`src/include/serial_port_pkg.sv`:
```
package serial_port_pkg;
  // ==========================================================
  // Timing
  // ==========================================================
  localparam int CORE_CLK_PERIOD_NS = 4;    // Core clock period
  localparam int SCLK_MAX_MHZ       = 20;   // Fastest serial clock
  localparam int SCLK_MIN_HALF_NS   = 1000 / (2 * SCLK_MAX_MHZ);
  // Least half period, rounded up to whole core cycles
  localparam int SCLK_MIN_HALF_CYC  =
    (SCLK_MIN_HALF_NS + CORE_CLK_PERIOD_NS - 1) / CORE_CLK_PERIOD_NS;
  localparam int READ_PIPE_CYC      = 4;    // Sync, request, fetch, load

  // ==========================================================
  // Address space
  // ==========================================================
  localparam int              ADDR_W   = 5;
  localparam logic [ADDR_W-1:0] ADDR_TOP = 5'h1F;  // Highest mapped
  localparam logic [ADDR_W-1:0] ADDR_BOT = 5'h00;  // Lowest mapped
  localparam logic [ADDR_W-1:0] CFG_ADDR = 5'h00;  // Port config register

  // ==========================================================
  // Instruction byte fields
  // ==========================================================
  localparam int INS_DIR_BIT = 7;   // One reads, zero writes
  localparam int INS_CNT_HI  = 6;   // byte_count_hi
  localparam int INS_CNT_LO  = 5;   // byte_count_lo
  localparam int INS_ADDR_HI = 4;   // Top of short address

  // ==========================================================
  // Port configuration register
  // ==========================================================
  localparam int         CFG_W        = 8;
  localparam int         CFG_BIDIR    = 7;  // Shared data pin reads back
  localparam int         CFG_LSB      = 6;  // low_bit_first_sel
  localparam int         CFG_SRST     = 5;  // Software reset; stored in cfg, never acted on
  localparam int         CFG_LONG     = 4;  // two_byte_instruction_en
  localparam logic [7:0] CFG_RESET    = 8'h00;

  // ==========================================================
  // Port sequencer states
  // ==========================================================
  typedef enum logic [2:0] {
    ST_IDLE  = 3'b001,
    ST_INSTR = 3'b010,
    ST_DATA  = 3'b100
  } port_state_t;
endpackage : serial_port_pkg

```
`src/include/reg_store_if.sv`:
```
`timescale 1ns/10ps
// ==========================================================
// Port logic to register store
// ==========================================================
interface reg_store_if;
  logic                              wr_en;    // Byte write strobe
  logic [serial_port_pkg::ADDR_W-1:0] wr_addr; // Write address
  logic [7:0]                        wr_data;  // Write byte
  logic                              rd_en;    // Fetch request
  logic [serial_port_pkg::ADDR_W-1:0] rd_addr; // Fetch address
  logic [7:0]                        rd_data;  // Registered read byte
  modport port  (output wr_en, wr_addr, wr_data, rd_en, rd_addr, input rd_data);
  modport store (input wr_en, wr_addr, wr_data, rd_en, rd_addr, output rd_data);
endinterface : reg_store_if

```
`src/logic/reg_store.sv`:
```
`timescale 1ns/10ps
// ==========================================================
// Register byte store, read data from a register
// ==========================================================
module reg_store #(
  parameter int DEPTH = 32                  // Bytes held
) (
  input  wire logic core_clk_i,
  input  wire logic clk_en_i,
  input  wire logic reset_i,
  reg_store_if.store bus
);
  import serial_port_pkg::*;

  // Only a full five-bit space can be served
  if (DEPTH != 32) begin : g_bad_depth
    $error("reg_store: DEPTH must be 32");
  end

  logic [7:0] mem [DEPTH];      // Contents survive both resets
  logic [7:0] rd_data;          // Read register
  logic [7:0] next_rd_data;

  // Read mux, holds when idle
  always_comb begin
    next_rd_data = rd_data;
    if (bus.rd_en) begin
      next_rd_data = mem[bus.rd_addr];
    end
  end

  // Contents: no reset, data is not touched by resets
  always_ff @(posedge core_clk_i) begin
    if (clk_en_i && bus.wr_en) begin
      mem[bus.wr_addr] <= bus.wr_data;
    end
  end

  // Read register
  always_ff @(posedge core_clk_i) begin
    if (reset_i) begin
      rd_data <= 8'h00;
    end else if (clk_en_i) begin
      rd_data <= next_rd_data;
    end
  end

  assign bus.rd_data = rd_data;
endmodule : reg_store

```
`src/logic/serial_register_port.sv`:
```
`timescale 1ns/10ps
// Contract
// - First eight rising edges carry the instruction
// - Decode direction, count, address; run data phase
// - Data phase is one to four bytes
// - Write lands as each byte completes
// - Chip select high on byte boundary stalls
// - Chip select high mid-byte abandons to idle
// - Instruction bit seven: one reads, zero writes
// - Bits six and five give byte count
// - Short address; multibyte addresses generated internally
// - Long mode: second instruction byte holds low address
// - Addresses above top are unmapped
// - Multibyte transfers, either bit order selectable
// - Readback on shared pin or separate pin
// - Pin-mode strap disables port, pins become controls
// - Sample on rising edge, clock at most 20 MHz
// - Chip select high floats both data pins
// - Address counts down MSB-first, up LSB-first
module serial_register_port (
  input  wire logic                             core_clk_i,
  input  wire logic                             reset_i,
  input  wire logic                             clk_en_i,
  input  wire logic                             pin_mode_i,
  input  wire logic                             chip_select_n_i,
  input  wire logic                             serial_clk_i,
  input  wire logic                             serial_data_io_i,
  output logic                                  serial_data_io_o,
  output logic                                  serial_data_io_oe_o,
  output logic                                  serial_data_out_o,
  output logic                                  serial_data_out_oe_o,
  output logic [serial_port_pkg::CFG_W-1:0]     port_config_o,
  output logic [2:0]                            pin_ctrl_o
);
  import serial_port_pkg::*;

  // Reads need the pipeline to finish inside one half serial period
  if (READ_PIPE_CYC > SCLK_MIN_HALF_CYC) begin : g_bad_rate
    $error("serial_register_port: core clock too slow for serial clock");
  end

  // ==========================================================
  // Pin synchronisers
  // ==========================================================
  logic [3:0] meta, next_meta;  // First stage, read only by sync
  logic [3:0] sync, next_sync;  // {pin, csn, sclk, data}
  logic       sclk_d, next_sclk_d;  // Delayed sclk for edges
  logic       pin_s, csn_s, sclk_s, din_s;
  logic       rise, fall;

  assign {pin_s, csn_s, sclk_s, din_s} = sync;
  assign rise = sclk_s & ~sclk_d;
  assign fall = ~sclk_s & sclk_d;

  always_comb begin
    next_meta   = {pin_mode_i, chip_select_n_i, serial_clk_i, serial_data_io_i};
    next_sync   = meta;
    next_sclk_d = sclk_s;
  end

  always_ff @(posedge core_clk_i) begin
    if (reset_i) begin
      meta   <= 4'h4;
      sync   <= 4'h4;
      sclk_d <= 1'b0;
    end else if (clk_en_i) begin
      meta   <= next_meta;
      sync   <= next_sync;
      sclk_d <= next_sclk_d;
    end
  end

  // ==========================================================
  // Sequencer state
  // ==========================================================
  reg_store_if mem_bus ();

  port_state_t       state, next_state;
  logic [2:0]        bit_cnt, next_bit_cnt;      // Bits in this byte
  logic [7:0]        shreg, next_shreg;          // Incoming byte
  logic              is_read, next_is_read;
  logic [1:0]        left, next_left;            // Bytes left minus one
  logic [ADDR_W-1:0] addr, next_addr;            // Current register
  logic              oob, next_oob;              // Address above top
  logic              ins2, next_ins2;            // Awaiting second byte
  logic [CFG_W-1:0]  cfg, next_cfg;              // Port configuration
  logic [7:0]        tx, next_tx;                // Outgoing byte
  logic              tx_on, next_tx_on;          // Output started
  logic              out_bit, next_out_bit;
  logic              io_oe, next_io_oe;
  logic              so_oe, next_so_oe;
  logic              rd_wait, next_rd_wait;      // Fetch in flight
  logic [1:0]        rd_sel, next_rd_sel;        // {oob, config}
  logic [2:0]        pins, next_pins;            // Pin-mode controls
  logic [7:0]        shifted;
  logic              lsb, byte_done, rd_req, drive;

  // Next address, saturating at the ends of the map
  function automatic logic [ADDR_W-1:0] step(input logic [ADDR_W-1:0] a,
                                             input logic up);
    if (up) begin
      step = (a == ADDR_TOP) ? a : ADDR_W'(a + 1'b1);
    end else begin
      step = (a == ADDR_BOT) ? a : ADDR_W'(a - 1'b1);
    end
  endfunction : step

  assign lsb       = cfg[CFG_LSB];
  assign shifted   = lsb ? {din_s, shreg[7:1]} : {shreg[6:0], din_s};
  assign byte_done = rise && !csn_s && !pin_s && (bit_cnt == 3'd7);

  // Sequencer next state
  always_comb begin
    next_state   = state;
    next_bit_cnt = bit_cnt;
    next_shreg   = shreg;
    next_is_read = is_read;
    next_left    = left;
    next_addr    = addr;
    next_oob     = oob;
    next_ins2    = ins2;
    next_cfg     = cfg;
    next_tx      = tx;
    next_tx_on   = tx_on;
    next_out_bit = out_bit;
    next_rd_wait = 1'b0;
    next_rd_sel  = rd_sel;
    next_pins    = pin_s ? {csn_s, sclk_s, din_s} : 3'b000;
    rd_req       = 1'b0;
    mem_bus.wr_en = 1'b0;
    if (rd_wait) begin
      // Load the fetched byte before the next falling edge
      next_tx = rd_sel[1] ? 8'h00 : (rd_sel[0] ? cfg : mem_bus.rd_data);
    end
    if (pin_s) begin
      // Strap high: port held idle
      next_state   = ST_IDLE;
      next_bit_cnt = 3'd0;
    end else if (csn_s) begin
      if (bit_cnt != 3'd0) begin
        // Broken byte: drop the cycle
        next_state   = ST_IDLE;
        next_bit_cnt = 3'd0;
      end
      // Otherwise a byte-boundary stall: everything holds
    end else begin
      case (state)
        ST_IDLE: begin
          next_state   = ST_INSTR;
          next_bit_cnt = 3'd0;
          next_ins2    = 1'b0;
          next_tx_on   = 1'b0;
        end
        ST_INSTR: begin
          if (rise) begin
            next_shreg   = shifted;
            next_bit_cnt = 3'(bit_cnt + 1'b1);
            if (bit_cnt == 3'd7) begin
              if (!ins2) begin
                next_is_read = shifted[INS_DIR_BIT];
                next_left    = shifted[INS_CNT_HI:INS_CNT_LO];
                next_addr    = shifted[INS_ADDR_HI:0];
                next_oob     = 1'b0;
                if (cfg[CFG_LONG]) begin
                  // First byte carries address bits 12 to 8
                  next_ins2 = 1'b1;
                  next_oob  = |shifted[INS_ADDR_HI:0];
                end else begin
                  next_state = ST_DATA;
                  rd_req     = shifted[INS_DIR_BIT];
                end
              end else begin
                next_addr  = shifted[ADDR_W-1:0];
                next_oob   = oob | (|shifted[7:ADDR_W]);
                next_state = ST_DATA;
                rd_req     = is_read;
              end
            end
          end
        end
        ST_DATA: begin
          if (rise) begin
            next_shreg   = shifted;
            next_bit_cnt = 3'(bit_cnt + 1'b1);
            if (bit_cnt == 3'd7) begin
              if (!is_read) begin
                mem_bus.wr_en = !oob;
                if (!oob && addr == CFG_ADDR) begin
                  next_cfg = shifted;
                end
              end
              next_addr = step(addr, lsb);
              if (left == 2'd0) begin
                next_state = ST_IDLE;
              end else begin
                next_left = 2'(left - 1'b1);
                rd_req    = is_read;
              end
            end
          end
          if (fall && is_read) begin
            // Drive one bit per falling edge; host samples on rising
            next_out_bit = lsb ? tx[0] : tx[7];
            next_tx      = lsb ? {1'b0, tx[7:1]} : {tx[6:0], 1'b0};
            next_tx_on   = 1'b1;
          end
        end
        default: begin
          next_state = ST_IDLE;
        end
      endcase
    end
    if (rd_req) begin
      next_rd_wait = 1'b1;
      next_rd_sel  = {next_oob, next_addr == CFG_ADDR};
    end
    // Pins float unless a read is under way with chip select low
    drive      = next_tx_on && next_is_read && (next_state == ST_DATA) && !csn_s && !pin_s;
    next_io_oe = drive && cfg[CFG_BIDIR];
    next_so_oe = drive && !cfg[CFG_BIDIR];
  end

  assign mem_bus.wr_addr = addr;
  assign mem_bus.wr_data = shifted;
  assign mem_bus.rd_en   = rd_req;
  assign mem_bus.rd_addr = next_addr;

  // Sequencer registers
  always_ff @(posedge core_clk_i) begin
    if (reset_i) begin
      state   <= ST_IDLE;
      bit_cnt <= 3'd0;
      shreg   <= 8'h00;
      is_read <= 1'b0;
      left    <= 2'd0;
      addr    <= ADDR_BOT;
      oob     <= 1'b0;
      ins2    <= 1'b0;
      cfg     <= CFG_RESET;
      tx      <= 8'h00;
      tx_on   <= 1'b0;
      out_bit <= 1'b0;
      io_oe   <= 1'b0;
      so_oe   <= 1'b0;
      rd_wait <= 1'b0;
      rd_sel  <= 2'b00;
      pins    <= 3'b000;
    end else if (clk_en_i) begin
      state   <= next_state;
      bit_cnt <= next_bit_cnt;
      shreg   <= next_shreg;
      is_read <= next_is_read;
      left    <= next_left;
      addr    <= next_addr;
      oob     <= next_oob;
      ins2    <= next_ins2;
      cfg     <= next_cfg;
      tx      <= next_tx;
      tx_on   <= next_tx_on;
      out_bit <= next_out_bit;
      io_oe   <= next_io_oe;
      so_oe   <= next_so_oe;
      rd_wait <= next_rd_wait;
      rd_sel  <= next_rd_sel;
      pins    <= next_pins;
    end
  end

  reg_store #(.DEPTH(32)) u_store (
    .core_clk_i (core_clk_i),
    .clk_en_i   (clk_en_i),
    .reset_i    (reset_i),
    .bus        (mem_bus.store)
  );

  assign serial_data_io_o     = out_bit;
  assign serial_data_out_o    = out_bit;
  assign serial_data_io_oe_o  = io_oe;
  assign serial_data_out_oe_o = so_oe;
  assign port_config_o        = cfg;
  assign pin_ctrl_o           = pins;
endmodule : serial_register_port

```
`config.mk`:
```
export PLATFORM = sky130hd
export DESIGN_NAME = serial_register_port
export DESIGN_NICKNAME = d
export VERILOG_FILES = /design/src/include/serial_port_pkg.sv /design/src/include/reg_store_if.sv /design/src/logic/reg_store.sv /design/src/logic/serial_register_port.sv
export SDC_FILE = /design/constraint.sdc
export NUM_CORES = 1
export LEC_CHECK = 0
export ABC_AREA = 0
export BUFFER_PORTS_ARGS = -buffer_cell sky130_fd_sc_hd__buf_2
export CORE_MARGIN = 2
export CORE_UTILIZATION = 43
export DETAILED_ROUTE_END_ITERATION = 10
export SLEW_MARGIN = 10
export SYNTH_ARGS = -nofsm -noshare
export SYNTH_HDL_FRONTEND = slang
export SYNTH_HIERARCHICAL = 1
export SYNTH_SLANG_ARGS = --single-unit
```
`constraint.sdc`:
```
create_clock -name core_clk_i -period 5.1 [get_ports core_clk_i]
set_input_delay 0.765 -clock core_clk_i [delete_from_list [all_inputs] [get_ports core_clk_i]]
set_output_delay 0.765 -clock core_clk_i [all_outputs]
set_load 0.01 [all_outputs]
```
==> results of run 1 <==
[critical path: stages, from the launching register on]
cell and delay [ns]:
dfxtp_1 0.40, inv_1 0.15, ha_1 0.20, nor4b_1 0.42, mux2i_1 0.22, a311oi_1 0.70
inv_6 0.37, buf_12 0.31, mux2i_1 0.16, a22oi_1 0.28, a21oi_1 0.20, or4_1 0.42
a211oi_1 0.25
[layout make-up]
type | instances | area (sq um) | area share (%)
clock buffers | 42 | 847 | 5.60
repair buffers | 40 | 260 | 1.72
inverters | 17 | 68.8 | 0.455
multi-input cells | 603 | 4330 | 28.6
flip-flops and latches | 323 | 9030 | 59.7
clock inverters | 15 | 97.6 | 0.645
well taps | 402 | 503 | 3.32
[kinds of logic (layout without fill, tap and decap cells)]
family | count (synthesis) | in the layout | synth area share (%)
simple gates | 224 | 224 | 8.31
fa+ha+maj | 6 | 6 | 0.546
buf+inv | 85 | 114 | 3.10
compound gates | 204 | 204 | 10.1
flops | 323 | 323 | 65.6
xor+xnor | 2 | 2 | 0.127
mux | 167 | 167 | 12.1
[power by group through the flow]
stage          Sequential [mW]  Clock [mW]  Combinational, mW
2_1_floorplan             2.87           0              0.115
3_3_place_gp              2.88           0              0.135
3_5_place_dp              2.88           0              0.136
4_1_cts                   2.82        2.20              0.136
5_1_grt                   2.82        2.30              0.146
6_report                  2.82        2.15              0.136
[routing by layer]
metal	global-route usage [%]	part of all wire, %
met1	27.9	47
met2	30.6	47
met3	2.38	4.8
met4	3.78	1.3
met5	0	0
[metrics by stage]
step	instance area (sq um)	power [mW]	std cells	setup WS [ns]	hold WS, ns
6_report	15100	5.11	1442	0.812	0.413
5_1_grt	15100	5.27	1442	0.549	0.405
3_3_place_gp	14200	3.01	1385	0.948	0.433
2_1_floorplan	13800	2.99	1011	1.56	0.431
3_5_place_dp	14200	3.01	1385	0.874	0.443
4_1_cts	15100	5.16	1442	0.837	0.387
[sequential cells by signal, indices dropped and copies added (netlist names), 3 cells and up]
signal and count:
pin_ctrl_o 3, addr 5, port_config_o 8, shreg 8, meta 4, tx 8, sync 4, state 3
bit_cnt 3, u_store/mem 256, u_store/bus.rd_data 8
[path summary, 6_finish.rpt]
path | start | endpoint | slack, ns | cells after the start
worst max-delay path | addr[0] | u_store/bus.rd_data[0] | 0.81 | 12
worst min-delay path | chip_select_n_i | meta[2] | 0.41 | 2
worst max register to register | addr[0] | u_store/bus.rd_data[0] | 0.81 | 12
worst min register to register | meta[2] | sync[2] | 0.46 | 1
[cell usage in the layout, fill, tap and decap left out, types with 3 or more instances in the layout]
cell       netlist  final
nand3b_1         5      5
o21a_1           3      3
mux2i_1        167    167
nand2_1         33     33
buf_2            8     21
clkinv_1         0      6
or3_1            3      3
inv_1           17     16
o21ai_0          6      6
clkbuf_1        30      5
o211ai_1         6      6
and3_1           3      3
nor3_1          10      9
ha_1             6      6
a211oi_1        26     26
clkbuf_16        0     31
buf_4           12     18
or3b_2           3      3
edfxtp_1       256    256
clkinv_2         0      6
nor3_2           2      3
or4_1           11     11
a31oi_1          4      4
a22oi_1         66     66
nand4_1          5      5
nor2b_1          9      7
nand2b_1        15     15
o31ai_1          3      3
dfxtp_1         67     67
nand3_1         11     11
nor2_1          94     93
a21oi_1         62     62
==> run metrics, run 1 <==
status=completed; Final nets=1029; Setup CP Type=reg -> reg; Placer Congestion=0.834; routed vias=8302; commonest cells in the netlist=edfxtp_1, mux2i_1, nor2_1, dfxtp_1, a22oi_1; initial antenna violation count=1; first-pass GRT wire length=49200 microns; root buffer cell=clkbuf_16; CP Capture Type=flop; sequential share of power=55.3%; vias in the first global route=8067; largest cells by area after synthesis=edfxtp_1, mux2i_1, dfxtp_1; CTS tree=built; biggest area consumer among synthesized cells=edfxtp_1; layout cells sized above 1=10.4%; ys flop type=edfxtp_1; Max-slew headroom=18.6%; ant diodes=0; DR vias/cell=5.76; die width=183 microns; Worst-Skew Late Latency=0.57 ns; CTS buffer count=31; library cells used by synthesis=69; Final Hold Fails=0; switching power of the nets=1.04 mW; skew final=0.0242 ns; P per Cell Area=337 nW/um^2; crit-path max FO=42; WP data arrival=4.76 ns; Synth Cell Area=13800 sq um; drt initial violations=733; Pre-antenna DRT Iters=5; post-cts repair resize count=0; drt total wl=31700 microns; final setup vio count=0; Mapped Nets=1024; Worst Path Required=5.57 ns; Seq cells post-synth=323; Die Y=183 microns; cell internal pwr=4.07 mW; Post-Syn Area per Cell=13.6 sq um; Synth-to-Final Area Change=10.0%; combinational share of power=2.7%; total gr overflow=0; sequential fraction of the synthesis area=65.6%; leakage=4.28 nW; DP Wirelength=19600 microns; Post-synth EDFFs=256; sw frac=20.3%; Critical Path Start Type=flop; # fillers=2782; row cnt=65; synth warn=6; post-CTS setup buffer count=0; Max Cap Viol=0; clk slew on worst S/H paths=0.07 ns; core area=31600 sq um; Starting Density=43.6%; Wirelength per Cell=22.0 microns; largest net degree at the start of global routing=50; GR Util All Layers=19.0%; Tcrit/Tclk final=84.1%; worst slew pin tran=1.22 ns; Syn Inst Count=1011; ys async rst share=0%; die area=33400 sq um; Final ANT Viol Nets=0; top-area cell type share of the netlist area=55.9%; RSZ-0062 raised after global routing=false; hold buffers post-CTS=0; Max Freq=233 MHz; Core Util, Final=48.0%; most frequent cell after synthesis=edfxtp_1; Hold Crit Class=in -> reg; Port Buffers=21; clock network power share=42.1%; Peak VDD IR=0.281 mV; Ports=22; Clock Path Buffers=3; # DRC=0; H-tree levels=1; Final min period=4.29 ns; CTS Sinks=323; Max Slew Vio Count=0; TNS Setup=0 ns
Note: power is estimated with default switching activity, not from simulation.
==> run 2: changes to the inputs <==
Clock period 5.1 ns to 4.5 ns, I/O delays scaled along.
==> run 2 against run 1 <==
Final area is 1.2% higher. Worst hold slack worse by 0.030 ns. Critical path type unchanged. Fmax is 8.0% higher. Worst setup slack worse by 0.28 ns. Clock power is 20% higher. Via count hardly changed. Final cell count is 1.2% higher. Critical endpoint is now u_store/bus.rd_data[6]. Largest power group unchanged. Combinational power is 19% higher. Flip-flop and latch count stayed put. First-iteration DRC count is 13% higher.
==> run metrics, run 2 (same netlist as run 1, synthesis figures left out) <==
Pre-antenna DRT Iters=6 (+1); sw frac=20.2% (-0.14 points); Final min period=3.97 ns (-0.318 ns); reg2reg start=addr[0]; Critical path buffers and inverters=5 (+2); WP data arrival=4.40 ns (-0.36 ns); status=completed; cell internal pwr=4.73 mW (+16%); root buffer cell=clkbuf_16; Worst path max stage delay=0.55 ns (-0.15 ns); CP Cell Sequence=inv_1, ha_1, nor4b_1, mux2i_1, o32ai_1, a311oi_1, buf_4, inv_6, buf_12, buf_4, mux2i_1, a22oi_1, a21oi_1, or4_1, a211oi_2; max FFs per register=256 (unchanged); Tcrit/Tclk final=88.2% (+4.2 points); # fillers=2734 (-1.7%); P per Cell Area=387 nW/um^2 (+15%); hold path depth=2 (unchanged); worst slew pin tran=1.13 ns (-0.0862 ns); Wirelength per Cell=22.9 microns (+4.2%); Worst-Skew Late Latency=0.51 ns (-0.06 ns); CTS buffer count=34 (+9.7%); drt total wl=33400 microns (+5.5%); switching power of the nets=1.20 mW (+15%); core area=31600 sq um (unchanged); Port Buffers=21 (unchanged); CP Capture Type=flop; die area=33400 sq um (unchanged); commonest non-fill, non-tap cell in the layout=edfxtp_1; die width=183 microns (unchanged); vias in the first global route=8140 (+0.90%); TNS Setup=0 ns (unchanged); Hold Crit Start=chip_select_n_i; routed vias=8306 (+0.048%); Synth-to-Final Area Change=11.4%; worst hold endpoint=meta[2]; initial antenna violation count=0 (-1); skew final=0.0131 ns (-0.0111 ns); post-cts repair resize count=0 (unchanged); r2r endpoint=u_store/bus.rd_data[6]; Max-slew headroom=24.7% (+6.0 points); largest net degree at the start of global routing=46 (-8.0%); RSZ-0062 raised after global routing=false; Final Hold Fails=0 (unchanged); clock network power share=43.4% (+1.3 points); R2R setup slack=0.53 ns (-0.28 ns); design area=15300 sq um (+1.2%); leakage=4.38 nW (+2.3%); CTS Sinks=323 (unchanged); cell family with most CP delay=buffers and inverters; Most flops, register=u_store/mem; hold buffers post-CTS=0 (unchanged); Setup CP Type=reg -> reg; Placer Congestion=0.867 (+4.0%); crit path from=addr[0]; Max Freq=252 MHz (+8.0%); Ports=22 (unchanged); combinational share of power=2.7% (about the same); Multi-input gate area=4320 sq um (-0.20%); row cnt=65 (unchanged); Final ANT Viol Nets=0 (unchanged); crit-path max FO=29 (-31%); CTS tree=built; post-CTS setup buffer count=0 (unchanged); Starting Density=43.6% (unchanged); fin worst setup slack=0.529 ns (-0.282 ns); Clock Path Buffers=3 (unchanged); Seq. cell area=9030 sq um (unchanged); Final nets=1045 (+1.6%); most frequent cells in the layout=edfxtp_1, mux2i_1, nor2_1; total gr overflow=0 (unchanged); layout cells sized above 1=11.3% (+0.87 points); sequential share of power=53.9% (-1.4 points); Hold Crit Class=in -> reg; ant diodes=0 (unchanged); clk slew on worst S/H paths=0.06 ns (about the same); Peak VDD IR=0.189 mV (-33%); # DRC=0 (unchanged); drt initial violations=825 (+13%); Tot Pwr=5.93 mW (+16%); Max Cap Viol=0 (unchanged); first-pass GRT wire length=50400 microns (+2.4%); Die Y=183 microns (unchanged); DP Wirelength=21300 microns (+8.7%); Crit-path slowest cell=or4_1; H-tree levels=2 (+1); GR Util All Layers=20.1% (+1.0 points); Critical Path Start Type=flop; final setup vio count=0 (unchanged); Reg2Reg Depth=15 (+3); dpl ws=0.561 ns (-0.313 ns); DR vias/cell=5.69 (-1.1%); Max Slew Vio Count=0 (unchanged); Placed Area=14300 sq um (+0.80%); Worst Path Required=4.93 ns (-0.64 ns)
## run 2: how the worst max path moves through the flow
stage | slack [ns] | depth (start not counted) | to
3_3_place_gp | 0.49 | 11 | u_store/bus.rd_data[3]
5_1_grt | 0.15 | 15 | u_store/bus.rd_data[1]
3_5_place_dp | 0.56 | 15 | u_store/bus.rd_data[6]
2_1_floorplan | 0.96 | 13 | u_store/bus.rd_data[1]
6_report | 0.53 | 15 | u_store/bus.rd_data[6]
4_1_cts | 0.55 | 15 | u_store/bus.rd_data[6]
## run 2: per-layer routing
metal,track usage [%],vias to the layer above,share of wire (%)
li1,-,3916,-
met1,28.0,4090,45
met2,32.0,244,47
met3,4.07,56,5.5
met4,5.76,0,2.4
met5,0,-,0
## run 2: power by group through the flow
stage	Clock, mW	Sequential [mW]	Combinational (mW)
2_1_floorplan	0	3.25	0.131
3_3_place_gp	0	3.26	0.160
3_5_place_dp	0	3.26	0.161
4_1_cts	2.63	3.20	0.162
5_1_grt	2.75	3.19	0.173
6_report	2.57	3.20	0.162
## run 2: layout make-up
class	instances	share of cell area [%]
sequential	323	58.9
clock inverter	10	0.327
tap	402	3.28
clock buffer	51	6.30
inverter	17	0.449
multi-input combinational	603	28.2
timing repair buffer	53	2.50
## run 2: worst reg2reg max path: cells and delay by family, from the launching register on
| kind | cells | cell delay [ns] |
|---|---|---|
| DFF | 1 | 0.39 |
| and+or+nand+nor | 2 | 0.99 |
| muxes | 2 | 0.34 |
| buffers and inverters | 5 | 1.08 |
| AOI/OAI and AO/OA | 5 | 0.88 |
| adders and majority gates | 1 | 0.20 |
## run 2: metrics by stage
step                      hold slack (ns)  cells  utilization, %
after floorplan                     0.431   1011               -
after global placement              0.434   1398            45.3
after detailed placement            0.437   1398            45.3
after CTS                           0.364   1459            48.6
after global routing                0.370   1459            48.6
final                               0.383   1459            48.6
==> run 3: changes to the inputs <==
Settings changed: CTS_BUF_LIST set to sky130_fd_sc_hd__clkbuf_8 sky130_fd_sc_hd__clkbuf_16.
==> run 3 against run 2 <==
Die area unchanged. Sequential power about the same. Wire length about the same. Highest routed layer unchanged.
==> run metrics, run 3 (same netlist as run 1, synthesis figures left out) <==
post-cts repair resize count=0 (unchanged); Synth-to-Final Area Change=11.4% (unchanged); clk slew on worst S/H paths=0.06 ns (about the same); GR Util All Layers=20.1% (unchanged); post-CTS setup buffer count=0 (unchanged); Placer Congestion=0.867 (unchanged); vias in the first global route=8138 (-0.025%); commonest non-fill, non-tap cell in the layout=edfxtp_1; dpl ws=0.561 ns (unchanged); # DRC=0 (unchanged); met3 routed WL=1980 microns (+7.8%); Max Freq=252 MHz (about the same); TNS Setup=0 ns (unchanged); routed vias=8307 (+0.012%); fin worst setup slack=0.529 ns (-0.000514 ns); RSZ-0062 raised after global routing=false; sequential share of power=54.2% (+0.3 points); Ports=22 (unchanged); DP Cell Count=1398 (unchanged); final setup vio count=0 (unchanged); status=completed; total gr overflow=0 (unchanged); CTS buffer count=34 (unchanged); Worst Path Required=4.93 ns (about the same); Setup CP Type=reg -> reg; Wirelength per Cell=22.9 microns (about the same); Max Cap Viol=0 (unchanged); root buffer cell=clkbuf_16; wire length on met2=15600 microns (-0.21%); Final ANT Viol Nets=0 (unchanged); ant diodes=0 (unchanged); DR vias/cell=5.69 (about the same); Max-slew headroom=24.7% (about the same); design area=15300 sq um (unchanged); largest net degree at the start of global routing=46 (unchanged); drt total wl=33500 microns (about the same); max FFs per register=256 (unchanged); Tcrit/Tclk final=88.2% (about the same); Starting Density=43.6% (unchanged); Critical Path Start Type=flop; Worst-Skew Late Latency=0.51 ns (about the same); hold buffers post-CTS=0 (unchanged); layout cells sized above 1=11.3% (unchanged); cell internal pwr=4.70 mW (-0.63%); die width=183 microns (unchanged); switching power of the nets=1.20 mW (-0.11%); WP data arrival=4.40 ns (about the same); Hold Crit Class=in -> reg; Placed Area=14300 sq um (unchanged); CTS tree=built; CP Capture Type=flop; sw frac=20.3% (+0.085 points); leakage=4.43 nW (+1.2%); DP Wirelength=21300 microns (unchanged); most frequent cells in the layout=edfxtp_1, mux2i_1, nor2_1; Die Y=183 microns (unchanged); core area=31600 sq um (unchanged); CTS Sinks=323 (unchanged); post-route insts no fill=1459 (unchanged); Final Hold Fails=0 (unchanged); initial antenna violation count=0 (unchanged); combinational share of power=2.7% (about the same); first-pass GRT wire length=50400 microns (about the same); H-tree levels=2 (unchanged); Most flops, register=u_store/mem; Final nets=1045 (unchanged); M1 WL=15000 microns (-0.67%); Clock Path Buffers=3 (unchanged); Max Slew Vio Count=0 (unchanged); # fillers=2734 (unchanged); crit-path max FO=29 (unchanged); die area=33400 sq um (unchanged); worst slew pin tran=1.13 ns (+0.000129 ns); P per Cell Area=385 nW/um^2 (-0.53%); drt initial violations=816 (-1.1%); Port Buffers=21 (unchanged); Peak VDD IR=0.190 mV (+0.40%); clock network power share=43.1% (-0.3 points); Pre-antenna DRT Iters=5 (-1); Final min period=3.97 ns (+0.000514 ns); skew final=0.0132 ns (+0.0000899 ns); row cnt=65 (unchanged); uppermost routed layer=met4
[run 3: through the flow]
stage / util, % / power, mW / hold slack, ns
3_3_place_gp: 45.3 / 3.42 / 0.434
2_1_floorplan: - / 3.38 / 0.431
4_1_cts: 48.6 / 5.96 / 0.364
6_report: 48.6 / 5.90 / 0.382
5_1_grt: 48.6 / 6.09 / 0.370
3_5_place_dp: 45.3 / 3.42 / 0.437
[run 3: routing by layer]
| metal | vias to the layer above | track usage, % |
|---|---|---|
| met5 | - | 0 |
| met4 | 0 | 5.76 |
| met3 | 54 | 4.07 |
| met2 | 252 | 32.0 |
| met1 | 4079 | 28.0 |
| li1 | 3922 | - |
[run 3: layout make-up]
class | instances | area, sq um | share of cell area (%)
clock buffers | 38 | 917 | 5.99
multi-input cells | 603 | 4320 | 28.2
inverters | 17 | 68.8 | 0.449
clock inverters | 23 | 98.8 | 0.645
flip-flops and latches | 323 | 9030 | 58.9
repair buffers | 53 | 383 | 2.50
well taps | 402 | 503 | 3.28
[run 3: worst paths after layout]
| path | startpoint | to | slack [ns] | depth (start not counted) |
|---|---|---|---|---|
| worst max-delay path | addr[0] | u_store/bus.rd_data[6] | 0.53 | 15 |
| worst min-delay path | chip_select_n_i | meta[2] | 0.38 | 2 |
| worst max register to register | addr[0] | u_store/bus.rd_data[6] | 0.53 | 15 |
| worst min register to register | serial_data_out_oe_o | serial_data_out_oe_o | 0.45 | 2 |
[run 3: power by group through the flow]
stage               Combinational [mW]  Clock [mW]  Sequential [mW]
CTS                              0.162        2.60             3.20
global route                     0.173        2.73             3.19
floorplan                        0.131           0             3.25
global placement                 0.160           0             3.26
detailed placement               0.161           0             3.26
finish                           0.161        2.54             3.20
[run 3: critical path: stages (launching register included)]
cell	delay, ns
dfxtp_1	0.39
inv_1	0.15
ha_1	0.20
nor4b_1	0.44
mux2i_1	0.21
o32ai_1	0.27
a311oi_1	0.07
buf_4	0.18
inv_6	0.21
buf_12	0.27
buf_4	0.27
mux2i_1	0.13
a22oi_1	0.15
a21oi_1	0.17
or4_1	0.55
a211oi_2	0.22
